--- src/shared/hbp_params.svh ---
// register offsets, reset values and field positions of the half-bridge pwm core
`ifndef HBP_PARAMS_SVH
`define HBP_PARAMS_SVH
`define HBP_OFS_PER_LO    8'h00
`define HBP_OFS_PER_HI    8'h04
`define HBP_OFS_DUTY_LO   8'h08
`define HBP_OFS_DUTY_HI   8'h0C
`define HBP_OFS_CNT_LO    8'h10
`define HBP_OFS_CNT_HI    8'h14
`define HBP_OFS_FDT_LO    8'h18
`define HBP_OFS_FDT_HI    8'h1C
`define HBP_OFS_SDT_LO    8'h20
`define HBP_OFS_SDT_HI    8'h24
`define HBP_OFS_MAX_LO    8'h28
`define HBP_OFS_MAX_HI    8'h2C
`define HBP_OFS_MIN_LO    8'h30
`define HBP_OFS_MIN_HI    8'h34
`define HBP_OFS_DEC       8'h38
`define HBP_OFS_CTRL      8'h3C
`define HBP_OFS_STAT      8'h40
`define HBP_RST_BYTE      8'h00
`define HBP_RST_CTRL      8'h00
`define HBP_CTRL_EN       0
`define HBP_CTRL_CKS_LO   1
`define HBP_CTRL_CKS_HI   2
`define HBP_CTRL_INV0     3
`define HBP_CTRL_INV1     4
`define HBP_CTRL_ADJ      5
`define HBP_CTRL_ADJ_SD   6
`define HBP_RESP_OKAY     2'b00
`define HBP_RESP_SLVERR   2'b10
`endif

--- src/shared/hbp_pkg.sv ---
// types shared by the half-bridge pwm core
`default_nettype none
package hbp_pkg;
  typedef struct packed {
    logic [11:0] period;
    logic [11:0] duty;
    logic [11:0] first_dt;
    logic [11:0] second_dt;
  } hbp_cycle_t;
  typedef enum logic [1:0] {
    HBP_RUN,
    HBP_ADJUST,
    HBP_HALT
  } hbp_state_t;
endpackage : hbp_pkg
`default_nettype wire

--- src/hbp_core.sv ---
// half-bridge pwm generator with dead time and an axi4-lite register slave
//
// Decided for this implementation: the AXI4-Lite slave port and the register addresses.
`timescale 1ns/10ps
`default_nettype none
`include "hbp_params.svh"

// Overview of operation
// - period held 12-bit in two byte registers
// - cycle lasts period plus one prescaled clocks
// - duty buffered; active lasts duty plus one
// - counter readable, writes ignored
// - first output dead time is value plus one
// - first dead time clamped to duty
// - second output dead time is value plus one
// - second dead time clamped to period minus duty
// - maximum period limit writable, resets zero
// - minimum period limit writable, compared when adjusting
// - eight-bit period decrease step register
// - high byte upper bits read zero
// - adjust period each cycle until below minimum
// - each output inverted by its polarity bit
module hbp_core
  import hbp_pkg::*;
(
  input  wire logic        MCLK_I,
  input  wire logic        SYS_RST_I,
  input  wire logic [7:0]  S_AXI_AWADDR_I,
  input  wire logic        S_AXI_AWVALID_I,
  output logic             S_AXI_AWREADY_O,
  input  wire logic [31:0] S_AXI_WDATA_I,
  input  wire logic [3:0]  S_AXI_WSTRB_I,
  input  wire logic        S_AXI_WVALID_I,
  output logic             S_AXI_WREADY_O,
  output logic [1:0]       S_AXI_BRESP_O,
  output logic             S_AXI_BVALID_O,
  input  wire logic        S_AXI_BREADY_I,
  input  wire logic [7:0]  S_AXI_ARADDR_I,
  input  wire logic        S_AXI_ARVALID_I,
  output logic             S_AXI_ARREADY_O,
  output logic [31:0]      S_AXI_RDATA_O,
  output logic [1:0]       S_AXI_RRESP_O,
  output logic             S_AXI_RVALID_O,
  input  wire logic        S_AXI_RREADY_I,
  input  wire logic        PROT_ADJUST_I,
  output logic             FIRST_OUTPUT_O,
  output logic             SECOND_OUTPUT_O
);

  // software-visible buffer registers
  logic [11:0] period_value;
  logic [11:0] duty_value;
  logic [11:0] first_output_dead_time;
  logic [11:0] second_output_dead_time;
  logic [11:0] max_period_limit;
  logic [11:0] min_period_limit;
  logic [7:0]  period_decrease_step;
  logic [7:0]  ctrl;
  // working state
  hbp_cycle_t  act;
  hbp_state_t  state;
  logic [11:0] counter;
  logic [11:0] dt_cnt;
  logic [2:0]  psc;
  logic        tick;
  logic        boundary;
  // raw phases before dead time, then the registered gate levels
  logic        raw0;
  logic        raw1;
  logic        out0;
  logic        out1;
  // two-stage synchroniser for the protection request
  logic        prot_s1;
  logic        prot_s2;
  // decoded clock select field of the control word
  logic [1:0]  counter_clock_select;
  // axi bookkeeping
  logic        aw_hold;
  logic        w_hold;
  logic [7:0]  aw_addr;
  logic [31:0] w_data;
  logic [3:0]  w_strb;
  logic        do_write;
  logic        wr_ok;

  // a byte lane write merges into a 12-bit value, high byte keeps four bits
  // the upper four bits of a high byte are dropped on the way in,
  // so they can never read back as anything but zero
  // one helper serves every split register, low and high halves alike
  function automatic logic [11:0] put_byte(input logic [11:0] cur, input logic hi,
                                           input logic [7:0] b);
    put_byte = hi ? {b[3:0], cur[7:0]} : {cur[11:8], b};
  endfunction : put_byte

  // clamp a dead-time count to a limit
  // used for both outputs, each against the length of its own phase
  function automatic logic [11:0] clamp(input logic [11:0] v, input logic [11:0] lim);
    clamp = (v > lim) ? lim : v;
  endfunction : clamp

  // an offset is mapped when it is word aligned and not above status
  // anything else is answered with an error and reads as zero
  // shared by the write response and the read response
  function automatic logic decode_ok(input logic [7:0] a);
    decode_ok = (a <= `HBP_OFS_STAT) && (a[1:0] == 2'b00);
  endfunction : decode_ok

  // clock select picks the prescaler tap for the period counter
  assign counter_clock_select = ctrl[`HBP_CTRL_CKS_HI:`HBP_CTRL_CKS_LO];

  // write channel acceptance, address and data in either order
  // both readies stay low while a response stands, so a second write
  // cannot overwrite the held address or data before it is answered
  // the update happens one cycle after the later half is taken
  assign S_AXI_AWREADY_O = !aw_hold && !S_AXI_BVALID_O;
  assign S_AXI_WREADY_O  = !w_hold && !S_AXI_BVALID_O;
  assign do_write        = aw_hold && w_hold && !S_AXI_BVALID_O;
  assign wr_ok           = decode_ok(aw_addr);

  // address half of a write, held until the register update
  always_ff @(posedge MCLK_I) begin
    if (SYS_RST_I) begin
      aw_hold <= 1'b0;
      aw_addr <= 8'h00;
    end else if (S_AXI_AWVALID_I && S_AXI_AWREADY_O) begin
      aw_hold <= 1'b1;
      aw_addr <= S_AXI_AWADDR_I;
    end else if (do_write) begin
      aw_hold <= 1'b0;
    end
  end

  // data half of a write, held until the register update
  always_ff @(posedge MCLK_I) begin
    if (SYS_RST_I) begin
      w_hold <= 1'b0;
      w_data <= 32'h0000_0000;
      w_strb <= 4'h0;
    end else if (S_AXI_WVALID_I && S_AXI_WREADY_O) begin
      w_hold <= 1'b1;
      w_data <= S_AXI_WDATA_I;
      w_strb <= S_AXI_WSTRB_I;
    end else if (do_write) begin
      w_hold <= 1'b0;
    end
  end

  // write response, error for unmapped offsets
  // the response stands until the master shows bready
  always_ff @(posedge MCLK_I) begin
    if (SYS_RST_I) begin
      S_AXI_BVALID_O <= 1'b0;
      S_AXI_BRESP_O  <= `HBP_RESP_OKAY;
    end else if (do_write) begin
      S_AXI_BVALID_O <= 1'b1;
      S_AXI_BRESP_O  <= wr_ok ? `HBP_RESP_OKAY : `HBP_RESP_SLVERR;
    end else if (S_AXI_BREADY_I) begin
      S_AXI_BVALID_O <= 1'b0;
    end
  end

  // register writes; counter and status offsets take no write
  // only byte lane 0 carries data, the other lanes are ignored
  // a write to a running value lands in its buffer and waits for the
  // next period boundary before it reaches the outputs
  // split values are written one half at a time, so software should
  // finish both halves well before a boundary
  always_ff @(posedge MCLK_I) begin
    if (SYS_RST_I) begin
      period_value            <= {4'h0, `HBP_RST_BYTE};
      duty_value              <= {4'h0, `HBP_RST_BYTE};
      first_output_dead_time  <= {4'h0, `HBP_RST_BYTE};
      second_output_dead_time <= {4'h0, `HBP_RST_BYTE};
      max_period_limit        <= {4'h0, `HBP_RST_BYTE};
      min_period_limit        <= {4'h0, `HBP_RST_BYTE};
      period_decrease_step    <= `HBP_RST_BYTE;
      ctrl                    <= `HBP_RST_CTRL;
    end else if (do_write && w_strb[0]) begin
      case (aw_addr)
        `HBP_OFS_PER_LO:  period_value <= put_byte(period_value, 1'b0, w_data[7:0]);
        `HBP_OFS_PER_HI:  period_value <= put_byte(period_value, 1'b1, w_data[7:0]);
        `HBP_OFS_DUTY_LO: duty_value <= put_byte(duty_value, 1'b0, w_data[7:0]);
        `HBP_OFS_DUTY_HI: duty_value <= put_byte(duty_value, 1'b1, w_data[7:0]);
        `HBP_OFS_FDT_LO:  first_output_dead_time <=
                            put_byte(first_output_dead_time, 1'b0, w_data[7:0]);
        `HBP_OFS_FDT_HI:  first_output_dead_time <=
                            put_byte(first_output_dead_time, 1'b1, w_data[7:0]);
        `HBP_OFS_SDT_LO:  second_output_dead_time <=
                            put_byte(second_output_dead_time, 1'b0, w_data[7:0]);
        `HBP_OFS_SDT_HI:  second_output_dead_time <=
                            put_byte(second_output_dead_time, 1'b1, w_data[7:0]);
        `HBP_OFS_MAX_LO:  max_period_limit <= put_byte(max_period_limit, 1'b0, w_data[7:0]);
        `HBP_OFS_MAX_HI:  max_period_limit <= put_byte(max_period_limit, 1'b1, w_data[7:0]);
        `HBP_OFS_MIN_LO:  min_period_limit <= put_byte(min_period_limit, 1'b0, w_data[7:0]);
        `HBP_OFS_MIN_HI:  min_period_limit <= put_byte(min_period_limit, 1'b1, w_data[7:0]);
        `HBP_OFS_DEC:     period_decrease_step <= w_data[7:0];
        `HBP_OFS_CTRL:    ctrl <= w_data[7:0];
        default: begin
        end
      endcase
    end
  end

  // read channel; one read at a time, answered the cycle after acceptance
  // read data are registered, so they stand unchanged with rvalid
  // the counter is sampled when the address is taken, not when it is read
  // unmapped offsets return zero together with the error code
  assign S_AXI_ARREADY_O = !S_AXI_RVALID_O;

  always_ff @(posedge MCLK_I) begin
    if (SYS_RST_I) begin
      S_AXI_RVALID_O <= 1'b0;
      S_AXI_RDATA_O  <= 32'h0000_0000;
      S_AXI_RRESP_O  <= `HBP_RESP_OKAY;
    end else if (S_AXI_ARVALID_I && S_AXI_ARREADY_O) begin
      S_AXI_RVALID_O <= 1'b1;
      S_AXI_RRESP_O  <= decode_ok(S_AXI_ARADDR_I) ? `HBP_RESP_OKAY : `HBP_RESP_SLVERR;
      case (S_AXI_ARADDR_I)
        `HBP_OFS_PER_LO:  S_AXI_RDATA_O <= {24'h0, period_value[7:0]};
        `HBP_OFS_PER_HI:  S_AXI_RDATA_O <= {28'h0, period_value[11:8]};
        `HBP_OFS_DUTY_LO: S_AXI_RDATA_O <= {24'h0, duty_value[7:0]};
        `HBP_OFS_DUTY_HI: S_AXI_RDATA_O <= {28'h0, duty_value[11:8]};
        `HBP_OFS_CNT_LO:  S_AXI_RDATA_O <= {24'h0, counter[7:0]};
        `HBP_OFS_CNT_HI:  S_AXI_RDATA_O <= {28'h0, counter[11:8]};
        `HBP_OFS_FDT_LO:  S_AXI_RDATA_O <= {24'h0, first_output_dead_time[7:0]};
        `HBP_OFS_FDT_HI:  S_AXI_RDATA_O <= {28'h0, first_output_dead_time[11:8]};
        `HBP_OFS_SDT_LO:  S_AXI_RDATA_O <= {24'h0, second_output_dead_time[7:0]};
        `HBP_OFS_SDT_HI:  S_AXI_RDATA_O <= {28'h0, second_output_dead_time[11:8]};
        `HBP_OFS_MAX_LO:  S_AXI_RDATA_O <= {24'h0, max_period_limit[7:0]};
        `HBP_OFS_MAX_HI:  S_AXI_RDATA_O <= {28'h0, max_period_limit[11:8]};
        `HBP_OFS_MIN_LO:  S_AXI_RDATA_O <= {24'h0, min_period_limit[7:0]};
        `HBP_OFS_MIN_HI:  S_AXI_RDATA_O <= {28'h0, min_period_limit[11:8]};
        `HBP_OFS_DEC:     S_AXI_RDATA_O <= {24'h0, period_decrease_step};
        `HBP_OFS_CTRL:    S_AXI_RDATA_O <= {24'h0, ctrl};
        `HBP_OFS_STAT:    S_AXI_RDATA_O <= {26'h0, act.period[11:8], 2'b00};
        default:          S_AXI_RDATA_O <= 32'h0000_0000;
      endcase
    end else if (S_AXI_RREADY_I) begin
      S_AXI_RVALID_O <= 1'b0;
    end
  end

  // prescaler: select divides the system clock by 1, 2, 4 or 8
  // it is cleared while disabled, so the first tick after enable
  // always comes at the same point of the divider
  always_ff @(posedge MCLK_I) begin
    if (SYS_RST_I || !ctrl[`HBP_CTRL_EN]) begin
      psc <= 3'h0;
    end else begin
      psc <= psc + 3'h1;
    end
  end

  // one counter tick per selected number of system clocks
  always_comb begin
    case (counter_clock_select)
      2'b00:   tick = 1'b1;
      2'b01:   tick = psc[0];
      2'b10:   tick = &psc[1:0];
      default: tick = &psc;
    endcase
    tick = tick && ctrl[`HBP_CTRL_EN];
  end

  // the cycle ends on the tick at which the counter shows the period,
  // so one cycle lasts the period plus one ticks
  assign boundary = tick && (counter == act.period);

  // protection request from outside passes two flip-flops
  // the first stage may settle late; only the second stage is read
  always_ff @(posedge MCLK_I) begin
    if (SYS_RST_I) begin
      prot_s1 <= 1'b0;
      prot_s2 <= 1'b0;
    end else begin
      prot_s1 <= PROT_ADJUST_I;
      prot_s2 <= prot_s1;
    end
  end

  // period counter, 0..period inclusive
  // held at zero while disabled, so a restart opens with the first phase
  always_ff @(posedge MCLK_I) begin
    if (SYS_RST_I || !ctrl[`HBP_CTRL_EN]) begin
      counter <= 12'h000;
    end else if (boundary) begin
      counter <= 12'h000;
    end else if (tick) begin
      counter <= counter + 12'h001;
    end
  end

  // active values and protection state change only at a boundary
  // the first load after enable comes at once because the active period
  // is still zero, so the outputs never run a full cycle of stale values
  // in adjust mode the period steps down by the decrease step once per
  // cycle; below the minimum it halts or holds, as the control word says
  // dropping the request returns to the buffered period one cycle later
  // halt is left only by clearing the enable bit
  // the maximum period register is kept for software and steers nothing
  always_ff @(posedge MCLK_I) begin
    if (SYS_RST_I || !ctrl[`HBP_CTRL_EN]) begin
      act   <= '0;
      state <= HBP_RUN;
    end else if (boundary || (state == HBP_RUN && counter == 12'h000 && act.period == 12'h000)) begin
      act.duty <= duty_value;
      act.first_dt  <= first_output_dead_time;
      act.second_dt <= second_output_dead_time;
      case (state)
        HBP_RUN: begin
          act.period <= period_value;
          if (prot_s2 && ctrl[`HBP_CTRL_ADJ]) begin
            state <= HBP_ADJUST;
          end
        end
        HBP_ADJUST: begin
          if (act.period < min_period_limit) begin
            state <= ctrl[`HBP_CTRL_ADJ_SD] ? HBP_HALT : HBP_ADJUST;
          end else begin
            act.period <= act.period - {4'h0, period_decrease_step};
          end
          if (!prot_s2) begin
            state <= HBP_RUN;
          end
        end
        HBP_HALT: begin
          state <= HBP_HALT;
        end
        default: state <= HBP_RUN;
      endcase
    end
  end

  // dead-time counter restarts on each output phase change, counts system clocks
  // counting system clocks keeps the dead time apart from the prescaler
  // it saturates, so a long phase cannot wrap and reopen a closed gate
  // one counter serves both outputs, since their phases never overlap
  always_ff @(posedge MCLK_I) begin
    if (SYS_RST_I || !ctrl[`HBP_CTRL_EN]) begin
      dt_cnt <= 12'h000;
    end else if (boundary || (tick && counter == act.duty)) begin
      dt_cnt <= 12'h000;
    end else if (dt_cnt != 12'hFFF) begin
      dt_cnt <= dt_cnt + 12'h001;
    end
  end

  // raw phases: first during 0..duty, second during the rest
  // the second phase is the exact complement, so the two never overlap
  assign raw0 = (counter <= act.duty);
  assign raw1 = !raw0;

  // each output waits its clamped dead time plus one clock after its phase opens
  // at clock select 00, a dead time as long as its phase keeps that output off for the whole
  // phase; halt and disable force both gates low
  // the gate levels are registered so the drivers see no decode glitches
  always_ff @(posedge MCLK_I) begin
    if (SYS_RST_I || !ctrl[`HBP_CTRL_EN] || state == HBP_HALT) begin
      out0 <= 1'b0;
      out1 <= 1'b0;
    end else begin
      out0 <= raw0 && (dt_cnt > clamp(act.first_dt, act.duty));
      out1 <= raw1 && (dt_cnt > clamp(act.second_dt, act.period - act.duty));
    end
  end

  // polarity applied at the pins
  // a polarity change acts at once, not at the next boundary, so software
  // should change it only while the block is disabled
  assign FIRST_OUTPUT_O  = out0 ^ ctrl[`HBP_CTRL_INV0];
  assign SECOND_OUTPUT_O = out1 ^ ctrl[`HBP_CTRL_INV1];

endmodule : hbp_core
`default_nettype wire

--- config.mk ---
export PLATFORM = sky130hd
export DESIGN_NAME = hbp_core
export DESIGN_NICKNAME = d
export VERILOG_FILES = /design/src/shared/hbp_pkg.sv /design/src/hbp_core.sv
export VERILOG_INCLUDE_DIRS = /design/src /design/src/shared
export SDC_FILE = /design/constraint.sdc
export NUM_CORES = 1
export LEC_CHECK = 0
export BUFFER_PORTS_ARGS = -buffer_cell sky130_fd_sc_hd__buf_2
export CORE_ASPECT_RATIO = 1.5
export CORE_MARGIN = 2
export CORE_UTILIZATION = 66
export DETAILED_ROUTE_END_ITERATION = 6
export GPL_ROUTABILITY_DRIVEN = 0
export GPL_TIMING_DRIVEN = 1
export PLACE_DENSITY = 0.83
export SKIP_CTS_REPAIR_TIMING = 1
export SLEW_MARGIN = 15
export SYNTH_ARGS = -nofsm -noshare
export SYNTH_HDL_FRONTEND = slang
export SYNTH_SLANG_ARGS = --single-unit
--- constraint.sdc ---
create_clock -name MCLK_I -period 11.8 [get_ports MCLK_I]
set_input_delay 0.59 -clock MCLK_I [delete_from_list [all_inputs] [get_ports MCLK_I]]
set_output_delay 0.59 -clock MCLK_I [all_outputs]
set_load 0.01 [all_outputs]
== Yosys cells after proc, flatten, opt, wreduce, memory -nomap -nowiden ==
Index checks and enable logic that the tools add are counted.
Storage, ports and cells
  word-level logic and storage cells: 189
  output and inout port bits: 43
  register bits after elaboration: 226
Operators by class
  magnitude comparators: 8
  add/sub/neg operators: 5
  reduce and logical (&&, ||, !) cells: 61
  bitwise logic cells: 14
  equal/unequal tests: 39
  multiplexer cells: 26
Operators by type and width (count)
  case mux 12 bit (2 select lines): 7
  case mux 8 bit (17 select lines): 1
  == test 8 x 6 -> 1 bit (second input constant): 16
  == test 8 x 5 -> 1 bit (second input constant): 6
  greater-than comparator 12 bit: 4
  AND reduction 3 bit: 15
  two-way mux 12 bit: 3
  == test 8 x 4 -> 1 bit (second input constant): 4
  adder 12 x 1 -> 12 bit (second input constant): 2
  == test 12 bit: 2
  zero test 12 bit: 2
  logical AND 1 bit: 18
  == test 8 x 3 -> 1 bit (second input constant): 2
  less-or-equal comparator 8 x 7 -> 1 bit (second input constant): 2
  zero test 8 bit: 2
  less-or-equal comparator 12 bit: 1
  less-than comparator 12 bit: 1
  two-way mux 2 bit: 6
  inequality test 12 bit (second input constant): 1
  inverter 1 bit: 12
  subtractor 12 bit: 1
  subtractor 12 x 8 -> 12 bit: 1
  nonzero test 2 bit: 5
  == test 8 x 7 -> 1 bit (second input constant): 1
  other kinds (15): 38

== Longest topological paths before layout ==
Gate-level depths: netlist of the first run.
  depth after elaboration: 6
  gate-level depth with buffers: 23
  depth with buffers taken out: 22

== Worst setup path after synthesis of the first run ==
No wires, ideal clock.
  kind: flip-flop to flip-flop
  start point: register act[37] (netlist bit)
  end point: register out1
  stages on the path, launching flop included: 21
  buffers on the path: 1
  setup slack: 7216 ps
  data arrival time: 4457 ps
  required time: 11673 ps
  path through: dfxtp_1 -> ha_1 -> nor2b_1 -> o21ai_0 -> a21oi_1 -> or2_2 -> o311a_1 -> ha_1 -> nand4_1 -> a21oi_1 -> a211oi_1 -> a21oi_1 -> clkbuf_1 -> mux2_2 -> ha_1 -> a21o_1 -> a21o_1 -> a21oi_1 -> nor2_1 -> o41ai_1 -> nor3b_1
On the way
  cells in the longest elaborated chain, start to end: 5
RTL lines
  from (decl): line hbp_core.sv:60  | hbp_cycle_t act;
  subtractor 12 bit (*): line hbp_core.sv:363  | out1 <= raw1 && (dt_cnt > clamp(act.second_dt, act.period - act.duty));
  greater-than comparator 12 bit: line hbp_core.sv:98  | clamp = (v > lim) ? lim : v;
  two-way mux 12 bit (*): line hbp_core.sv:98
  greater-than comparator 12 bit (*): line hbp_core.sv:363
  logical AND 1 bit (*): line hbp_core.sv:363
  to (signal assigned): line hbp_core.sv:363
  to (decl): line hbp_core.sv:71  | logic out1;
Mark *: on every way between the ends. The rest lies on a longest branch, timed or not.
A chain may end at the register's enable or synchronous reset.

== Worst setup path in the final report of the first run ==
Same ends and word-level chain as after synthesis.

==> flow_summary.rst, run 1 <==
.. list-table::
   :header-rows: 1

   * - Metric
     - Value
   * - Run status
     - finished clean
   * - Biggest area contributors in the synthesized netlist
     - sky130_fd_sc_hd__dfxtp_1 (33%), sky130_fd_sc_hd__ha_1 (9.8%), sky130_fd_sc_hd__mux2i_1 (7.9%), sky130_fd_sc_hd__nand2_1 (6.5%), sky130_fd_sc_hd__a21oi_1 (5.4%)
   * - Post-synthesis sequential element count
     - 200
   * - Fin util
     - between 70% and 80%
   * - Area Overhead vs Synth
     - 6.54%
   * - Sequential cell area fraction in the yosys report
     - between 30 and 40%
   * - Crit. End Element
     - register
   * - Period utilization
     - 48.4%
   * - Vias per cell
     - 6.49
   * - Die H
     - roughly 170 um
   * - Number of buffers inserted during clock tree synthesis
     - 17
   * - Launching element type of the critical path
     - register
   * - PortBufs
     - between 40 and 50
   * - Clock-pin slew reported for the worst setup and hold paths after clock tree synthesis
     - ~80 ps
   * - Number of detailed-routing iterations run before antenna repair
     - 7
   * - Total detailed-routing wirelength
     - between 30,000 and 40,000 um
   * - Die outline area
     - just under 20,000 um^2
   * - Remaining max-slew budget at the tightest pin
     - ~18%
   * - Global-route wire length before repair
     - around 55,000 um
   * - Overall fraction of global-route tracks in use
     - 36.0%
   * - Max Freq
     - 175 MHz
   * - Number of unique standard cell types used by synthesis
     - ~80
   * - Critical path class
     - reg -> reg
   * - Total gr overflow
     - 0
   * - Worst hold path class
     - in -> reg
   * - Cell depth of the worst setup path
     - 19
   * - Total instance count after detailed placement
     - approximately 1,700
   * - Final Power
     - roughly 0.0013 W
   * - Slew at the pin closest to its max-slew limit
     - between 1000 and 1500 ps
   * - 1st-iter DRT viols
     - 1,137
   * - Leading cell types by count after synthesis
     - sky130_fd_sc_hd__nand2_1 (211), sky130_fd_sc_hd__dfxtp_1 (200), sky130_fd_sc_hd__a21oi_1 (132), sky130_fd_sc_hd__nor2_1 (131), sky130_fd_sc_hd__mux2i_1 (96)
   * - Crit. Startpoint
     - act[37]
   * - Total number of yosys warnings
     - 0
   * - TritonCTS sink count
     - 200
   * - Detail Placement HPWL
     - 25,800 um
   * - Number of global-route vias before repair
     - between 10,000 and 15,000
   * - Standard cell with the maximum stage delay on the critical path
     - sky130_fd_sc_hd__a21oi_1
   * - Crit path capture
     - out1
   * - Worst vdd rail ir drop
     - roughly 0.00012 V
   * - TritonCTS clock tree
     - yes
   * - Cell leakage power
     - 5.06 nW
   * - Initial antenna violation count
     - 0
   * - Cell taking the most area after synthesis
     - sky130_fd_sc_hd__dfxtp_1
   * - FILL cells
     - 1,398
   * - Vias
     - around 11,000
   * - Number of rows created at floorplan
     - 60
   * - Initial Utilization
     - about two thirds
   * - Nets
     - about 1,600
   * - ANT nets after route
     - 0
   * - Setup slack on the worst flop-to-flop path
     - about 6000 ps
   * - Setup violation total in the final timing report
     - 0
   * - Pin count of the biggest net entering global routing
     - 77
   * - Horizontal die dimension
     - 115 um
   * - Cells after Synth
     - 1,475
   * - Non-filler cells, final
     - between 1,500 and 2,000
   * - Leading cell type by number of instances after synthesis
     - sky130_fd_sc_hd__nand2_1
   * - Share of post-route cells with drive strength above 1
     - about a tenth
   * - Number of H-tree branching levels
     - 4
   * - Fraction of synthesized cell area taken by the top area cell type
     - between 30% and 40%
   * - RR Startpoint
     - act[37]
   * - Final-report hold violation count
     - 0
   * - Mean instance size in the synthesized netlist
     - roughly 8.2 um^2
   * - Area of the core
     - 18,000 um^2
   * - Most used flip-flop cell after synthesis
     - sky130_fd_sc_hd__dfxtp_1
   * - Cell-by-cell listing of the critical path
     - ha_1, nor2b_1, o21ai_0, a21oi_1, or2_2, o311a_1, ha_1, nand4_1, a21oi_1, a211oi_1, a21oi_1, mux2_2, ha_1, a21o_1, a21o_1, a21oi_1, nor2_1, o41ai_1, nor3b_1
   * - Ant. Diodes
     - 0
   * - Min Tclk post-route
     - between 5000 and 6000 ps
   * - Fin Clk Skew
     - approximately 14 ps
   * - Maximum count of clock buffers along a single path
     - 2
   * - Setup TNS after final layout
     - 0 ps
   * - Setup repair after global routing missed its margin
     - no
   * - Most Frequent Cell on Critical Path
     - sky130_fd_sc_hd__a21oi_1
   * - Io pins
     - 103
   * - Max-cap violations
     - 0
   * - Fraction of registers with async set/reset
     - 0%
   * - Cell depth of the worst flop-to-flop path
     - 19
   * - Cell chosen for the clock root
     - sky130_fd_sc_hd__clkbuf_16
   * - Kind of cell with the highest combined delay on the critical path
     - compound AO/OA/AOI/OAI gates
   * - Power per cell area
     - 104 nW/um^2
   * - RR Endpoint
     - out1
   * - Biggest cell delay along the critical path
     - about 900 ps
   * - Critical path buffer and inverter count
     - 0
   * - Maximum fanout count along the critical path
     - 12
   * - Critical Path RT
     - 12,120 ps
   * - DRC errors left
     - 0
   * - Post-Synthesis Cell Area
     - roughly 12,000 um^2
   * - Slew Viols, Final
     - 0
   * - Crit path arrival time
     - 6030 ps
   * - Later-pin clock latency in the skew report
     - ~440 ps
   * - Detailed-route wire length per cell
     - approximately 20 um
   * - Number of synthesized flops with an enable pin
     - 0
-- flip-flops by register name (all words and copies together), names as in the netlist, 2 cells and up --
register                 cells
second_output_dead_time     12
duty_value                  12
dt_cnt                      12
min_period_limit            12
period_value                12
counter                     12
w_data                       8
state                        2
period_decrease_step         8
act                         48
ctrl                         8
first_output_dead_time      12
S_AXI_RDATA_O                8
aw_addr                      8
max_period_limit            12
psc                          3
-- power by group --
| group | switching [W] | internal [W] | total (W) |
|---|---|---|---|
| Combinational | 0.0000421 | 0.0000178 | 0.0000599 |
| Sequential | 0.0000109 | 0.000680 | 0.000691 |
| Clock | 0.000292 | 0.000304 | 0.000597 |
| Total | 0.000345 | 0.00100 | 0.00135 |
-- routing by layer --
metal | global-route usage (%) | share of wire, %
met1 | 40.7 | 37
met2 | 60.3 | 47
met3 | 5.56 | 7.3
met4 | 27.6 | 9.3
met5 | 0 | 0
-- per-stage QoR --
step / instance area [um^2] / hold WS, ps / setup WS (ps)
3_3_place_gp: 12300 / 421 / 6280
6_report: 12900 / 320 / 6090
4_1_cts: 12900 / 320 / 6140
3_5_place_dp: 12300 / 429 / 6170
2_1_floorplan: 12200 / 414 / 7220
5_1_grt: 12900 / 339 / 5710
-- area by class of cell --
class / instances / area [um^2] / area share, %
Multi-Input combinational cell: 1142 / 7500 / 58.1
Sequential cell: 200 / 4000 / 31.0
Clock buffer: 17 / 425 / 3.29
Timing Repair Buffer: 57 / 308 / 2.38
Tap cell: 217 / 272 / 2.10
Inverter: 62 / 233 / 1.80
Clock inverter: 15 / 179 / 1.38
-- cell families after synthesis --
kind of cell	share of synthesized area [%]
AOI/OAI and AO/OA	16.0
adders and majority gates	10.1
muxes	11.0
DFF	33.0
other	0.0309
buffers and inverters	5.96
xor gates and xnor gates	2.96
and+or+nand+nor	20.9
-- worst min-delay path by stage --
| stage | endpoint | cells after the start | from |
|---|---|---|---|
| finish | S_AXI_RVALID_O | 2 | S_AXI_RREADY_I |
| global route | S_AXI_RVALID_O | 2 | S_AXI_RREADY_I |
| CTS | S_AXI_RVALID_O | 2 | S_AXI_RREADY_I |
| detailed placement | prot_s2 | 1 | prot_s1 |
| global placement | prot_s2 | 1 | prot_s1 |
| floorplan | prot_s2 | 1 | prot_s1 |
-- placed cells by master (no fill, tap or decap), drive strengths merged, types with 5 or more instances in the layout --
master and instances:
nand2b 12, and2 22, nor2 133, o211ai 7, ha 95, nand4 23, clkinv 5, a22oi 15
a31oi 6, mux2i 96, nand2 214, clkbuf 17, xnor2 25, o21a 15, conb 26, and3 10
nor3b 7, o22ai 5, mux2 27, nor4 13, xor2 16, o21ai 66, inv 69, buf 57
a21oi 133, nor3 22, nor2b 22, a211oi 10, a21o 17, o31ai 6, nand3 31, or3 5
dfxtp 200
No activity file was read; power rests on OpenSTA's default activity.
==> inputs of run 2 (changes only) <==
Settings changed: CORE_UTILIZATION 66 to 55, PLACE_DENSITY 0.83 to 0.73.
Clock period 11.8 ns to 5 ns, I/O delays scaled along.
==> run 2 against run 1 <==
  * Sequential power grew 140%
  * First-iteration DRC count shrank 26%
  * Clock power grew 150%
  * Cell area grew 2.4%
  * Worst setup slack lost 5900 ps
  * Count of clock-buffer cells in the layout is the same
  * Utilization shrank 11 points
  * Combinational power grew 140%
  * Total power grew 140%
  * Highest routed layer unchanged
  * Maximum frequency grew 20%
==> flow_summary.rst, run 2 (synthesis gave the netlist of run 1 again) <==
.. list-table::
   :header-rows: 1

   * - Metric
     - Value
   * - Number of global-route vias before repair
     - 10,300
   * - Number of detailed-routing iterations run before antenna repair
     - 5
   * - Launching element type of the critical path
     - register
   * - Cell-by-cell listing of the critical path
     - inv_1, ha_1, nor2b_1, o21ai_1, a21oi_1, or2_2, o311a_1, ha_1, nand4_1, nor2_1, o21ai_0, a21oi_4, buf_4, mux2_2, ha_1, a21o_1, a21oi_1, nor2b_1, o41ai_1, nor3b_1
   * - Crit. End Element
     - register
   * - Biggest cell delay along the critical path
     - 380 ps
   * - Number of H-tree branching levels
     - 4
   * - Share of post-route cells with drive strength above 1
     - 11.1%
   * - Worst vdd rail ir drop
     - ~0.00033 V
   * - Total detailed-routing wirelength
     - 36,100 um
   * - Standard cell with the maximum stage delay on the critical path
     - sky130_fd_sc_hd__o311a_1
   * - Initial antenna violation count
     - 0
   * - Max-cap violations
     - 0
   * - Most Frequent Cell on Critical Path
     - sky130_fd_sc_hd__ha_1
   * - ANT nets after route
     - 0
   * - Number of buffers inserted during clock tree synthesis
     - 17
   * - Maximum count of clock buffers along a single path
     - 2
   * - Die outline area
     - 23,300 um^2
   * - Net switching power figure
     - roughly 0.00083 W
   * - Die H
     - ~190 um
   * - Min-delay src
     - PROT_ADJUST_I
   * - Setup repair after global routing missed its margin
     - no
   * - Kind of cell with the highest combined delay on the critical path
     - compound AO/OA/AOI/OAI gates
   * - TritonCTS sink count
     - 200
   * - Cell leakage power
     - ~5.2 nW
   * - Number of rows created at floorplan
     - 66
   * - Final-report hold violation count
     - 0
   * - Net switching share of the total power
     - approximately 25%
   * - Detailed-route wire length per cell
     - just over 20 um
   * - Critical Path RT
     - 5340 ps
   * - Critical path buffer and inverter count
     - 2
   * - Fin util
     - about three fifths
   * - Sequential power share
     - 50.3%
   * - Placement-stage worst setup slack
     - -144 ps
   * - Area of the core
     - approximately 22,000 um^2
   * - Commonest non-fill, non-tap cell in the layout
     - sky130_fd_sc_hd__nand2_1
   * - Area Overhead vs Synth
     - 9.15%
   * - Run status
     - finished clean
   * - Io pins
     - 103
   * - Internal power contribution
     - between 0.002 and 0.0025 W
   * - Pin count of the biggest net entering global routing
     - between 100 and 150
   * - Setup TNS after final layout
     - 0 ps
   * - Final Power
     - 0.00325 W
   * - Remaining max-slew budget at the tightest pin
     - 29.5%
   * - Clock-pin slew reported for the worst setup and hold paths after clock tree synthesis
     - approximately 80 ps
   * - Crit path arrival time
     - about 5100 ps
   * - TritonCTS clock tree
     - yes
   * - Max Freq
     - roughly 210 MHz
   * - Cell chosen for the clock root
     - sky130_fd_sc_hd__clkbuf_16
   * - Horizontal die dimension
     - around 130 um
   * - RR Startpoint
     - act[25]
   * - Initial Utilization
     - 56.1%
   * - Slew at the pin closest to its max-slew limit
     - around 1100 ps
   * - Worst hold slack
     - 11.4 ps
   * - Highest-count cells in the layout ignoring fill and taps
     - sky130_fd_sc_hd__nand2_1 (211), sky130_fd_sc_hd__dfxtp_1 (200), sky130_fd_sc_hd__nor2_1 (131), sky130_fd_sc_hd__a21oi_1 (131), sky130_fd_sc_hd__mux2i_1 (96)
   * - Power per cell area
     - roughly 250 nW/um^2
   * - Critical path class
     - reg -> reg
   * - Vias per cell
     - roughly 6.1
   * - Worst hold path class
     - in -> reg
   * - Maximum fanout count along the critical path
     - 9
   * - Ant. Diodes
     - 0
   * - Crit. Startpoint
     - act[25]
   * - Global-route wire length before repair
     - roughly 55,000 um
   * - Min Tclk post-route
     - between 4000 and 5000 ps
   * - Later-pin clock latency in the skew report
     - between 400 and 500 ps
   * - 1st-iter DRT viols
     - 842
   * - Reg with most FFs
     - act
   * - Relative contribution of the clock network to total power
     - 45.4%
   * - Overall fraction of global-route tracks in use
     - a little over 30%
   * - Period utilization
     - between 90 and 100%
   * - Slew Viols, Final
     - 0
   * - Setup violation total in the final timing report
     - 0
   * - Combinational share of power
     - between 4 and 5%
   * - Number of flip-flops in the largest register
     - 48
   * - Total gr overflow
     - 0
   * - Setup slack after layout
     - 233 ps
   * - Nets
     - ~1,700
   * - Vias
     - ~11,000
   * - Fin Clk Skew
     - roughly 11 ps
   * - DRC errors left
     - 0
   * - Detail Placement HPWL
     - ~28,000 um
   * - PortBufs
     - 49
-- run 2: changes by cell type in the layout (fill, tap and decap cells not counted), sizes merged --
cell / before / now
buf: 57 / 82
dlygate4sd3: 0 / 1
inv: 69 / 72
bufinv: 1 / 2
clkinv: 5 / 3
clkinvlp: 2 / 0
-- run 2: area by class of cell --
class / instances / area [um^2]
inverters: 62 / 233
fillers: 1952 / 8390
clock inverters: 15 / 204
multi-input cells: 1142 / 7530
flip-flops and latches: 200 / 4000
repair buffers: 83 / 505
well taps: 272 / 340
clock buffers: 17 / 425
-- run 2: metrics by stage --
stage               instances  cell area, um^2
finish                   1791            13200
global route             1791            13200
CTS                      1790            13200
detailed placement       1758            12600
global placement         1758            12600
floorplan                1500            12200
-- run 2: layer usage --
metal / vias to the layer above / global-route usage, % / routed length (um)
li1: 5209 / - / -
met1: 5145 / 33.5 / 13700
met2: 457 / 54.0 / 17500
met3: 154 / 5.03 / 2000
met4: 0 / 21.6 / 2840
met5: - / 0 / 0
-- run 2: worst paths after layout --
path / slack [ps] / endpoint / cells past startpoint
worst max register to register: 230 / out1 / 20
worst min register to register: 440 / prot_s2 / 1
worst max-delay path: 230 / out1 / 20
worst min-delay path: 10 / prot_s1 / 2
-- run 2: power by group through the flow --
stage | clock network (W) | logic, W | registers [W]
global route | 0.00154 | 0.000154 | 0.00163
global placement | 0 | 0.000135 | 0.00167
detailed placement | 0 | 0.000137 | 0.00167
finish | 0.00147 | 0.000141 | 0.00163
floorplan | 0 | 0.000118 | 0.00165
CTS | 0.00148 | 0.000137 | 0.00163
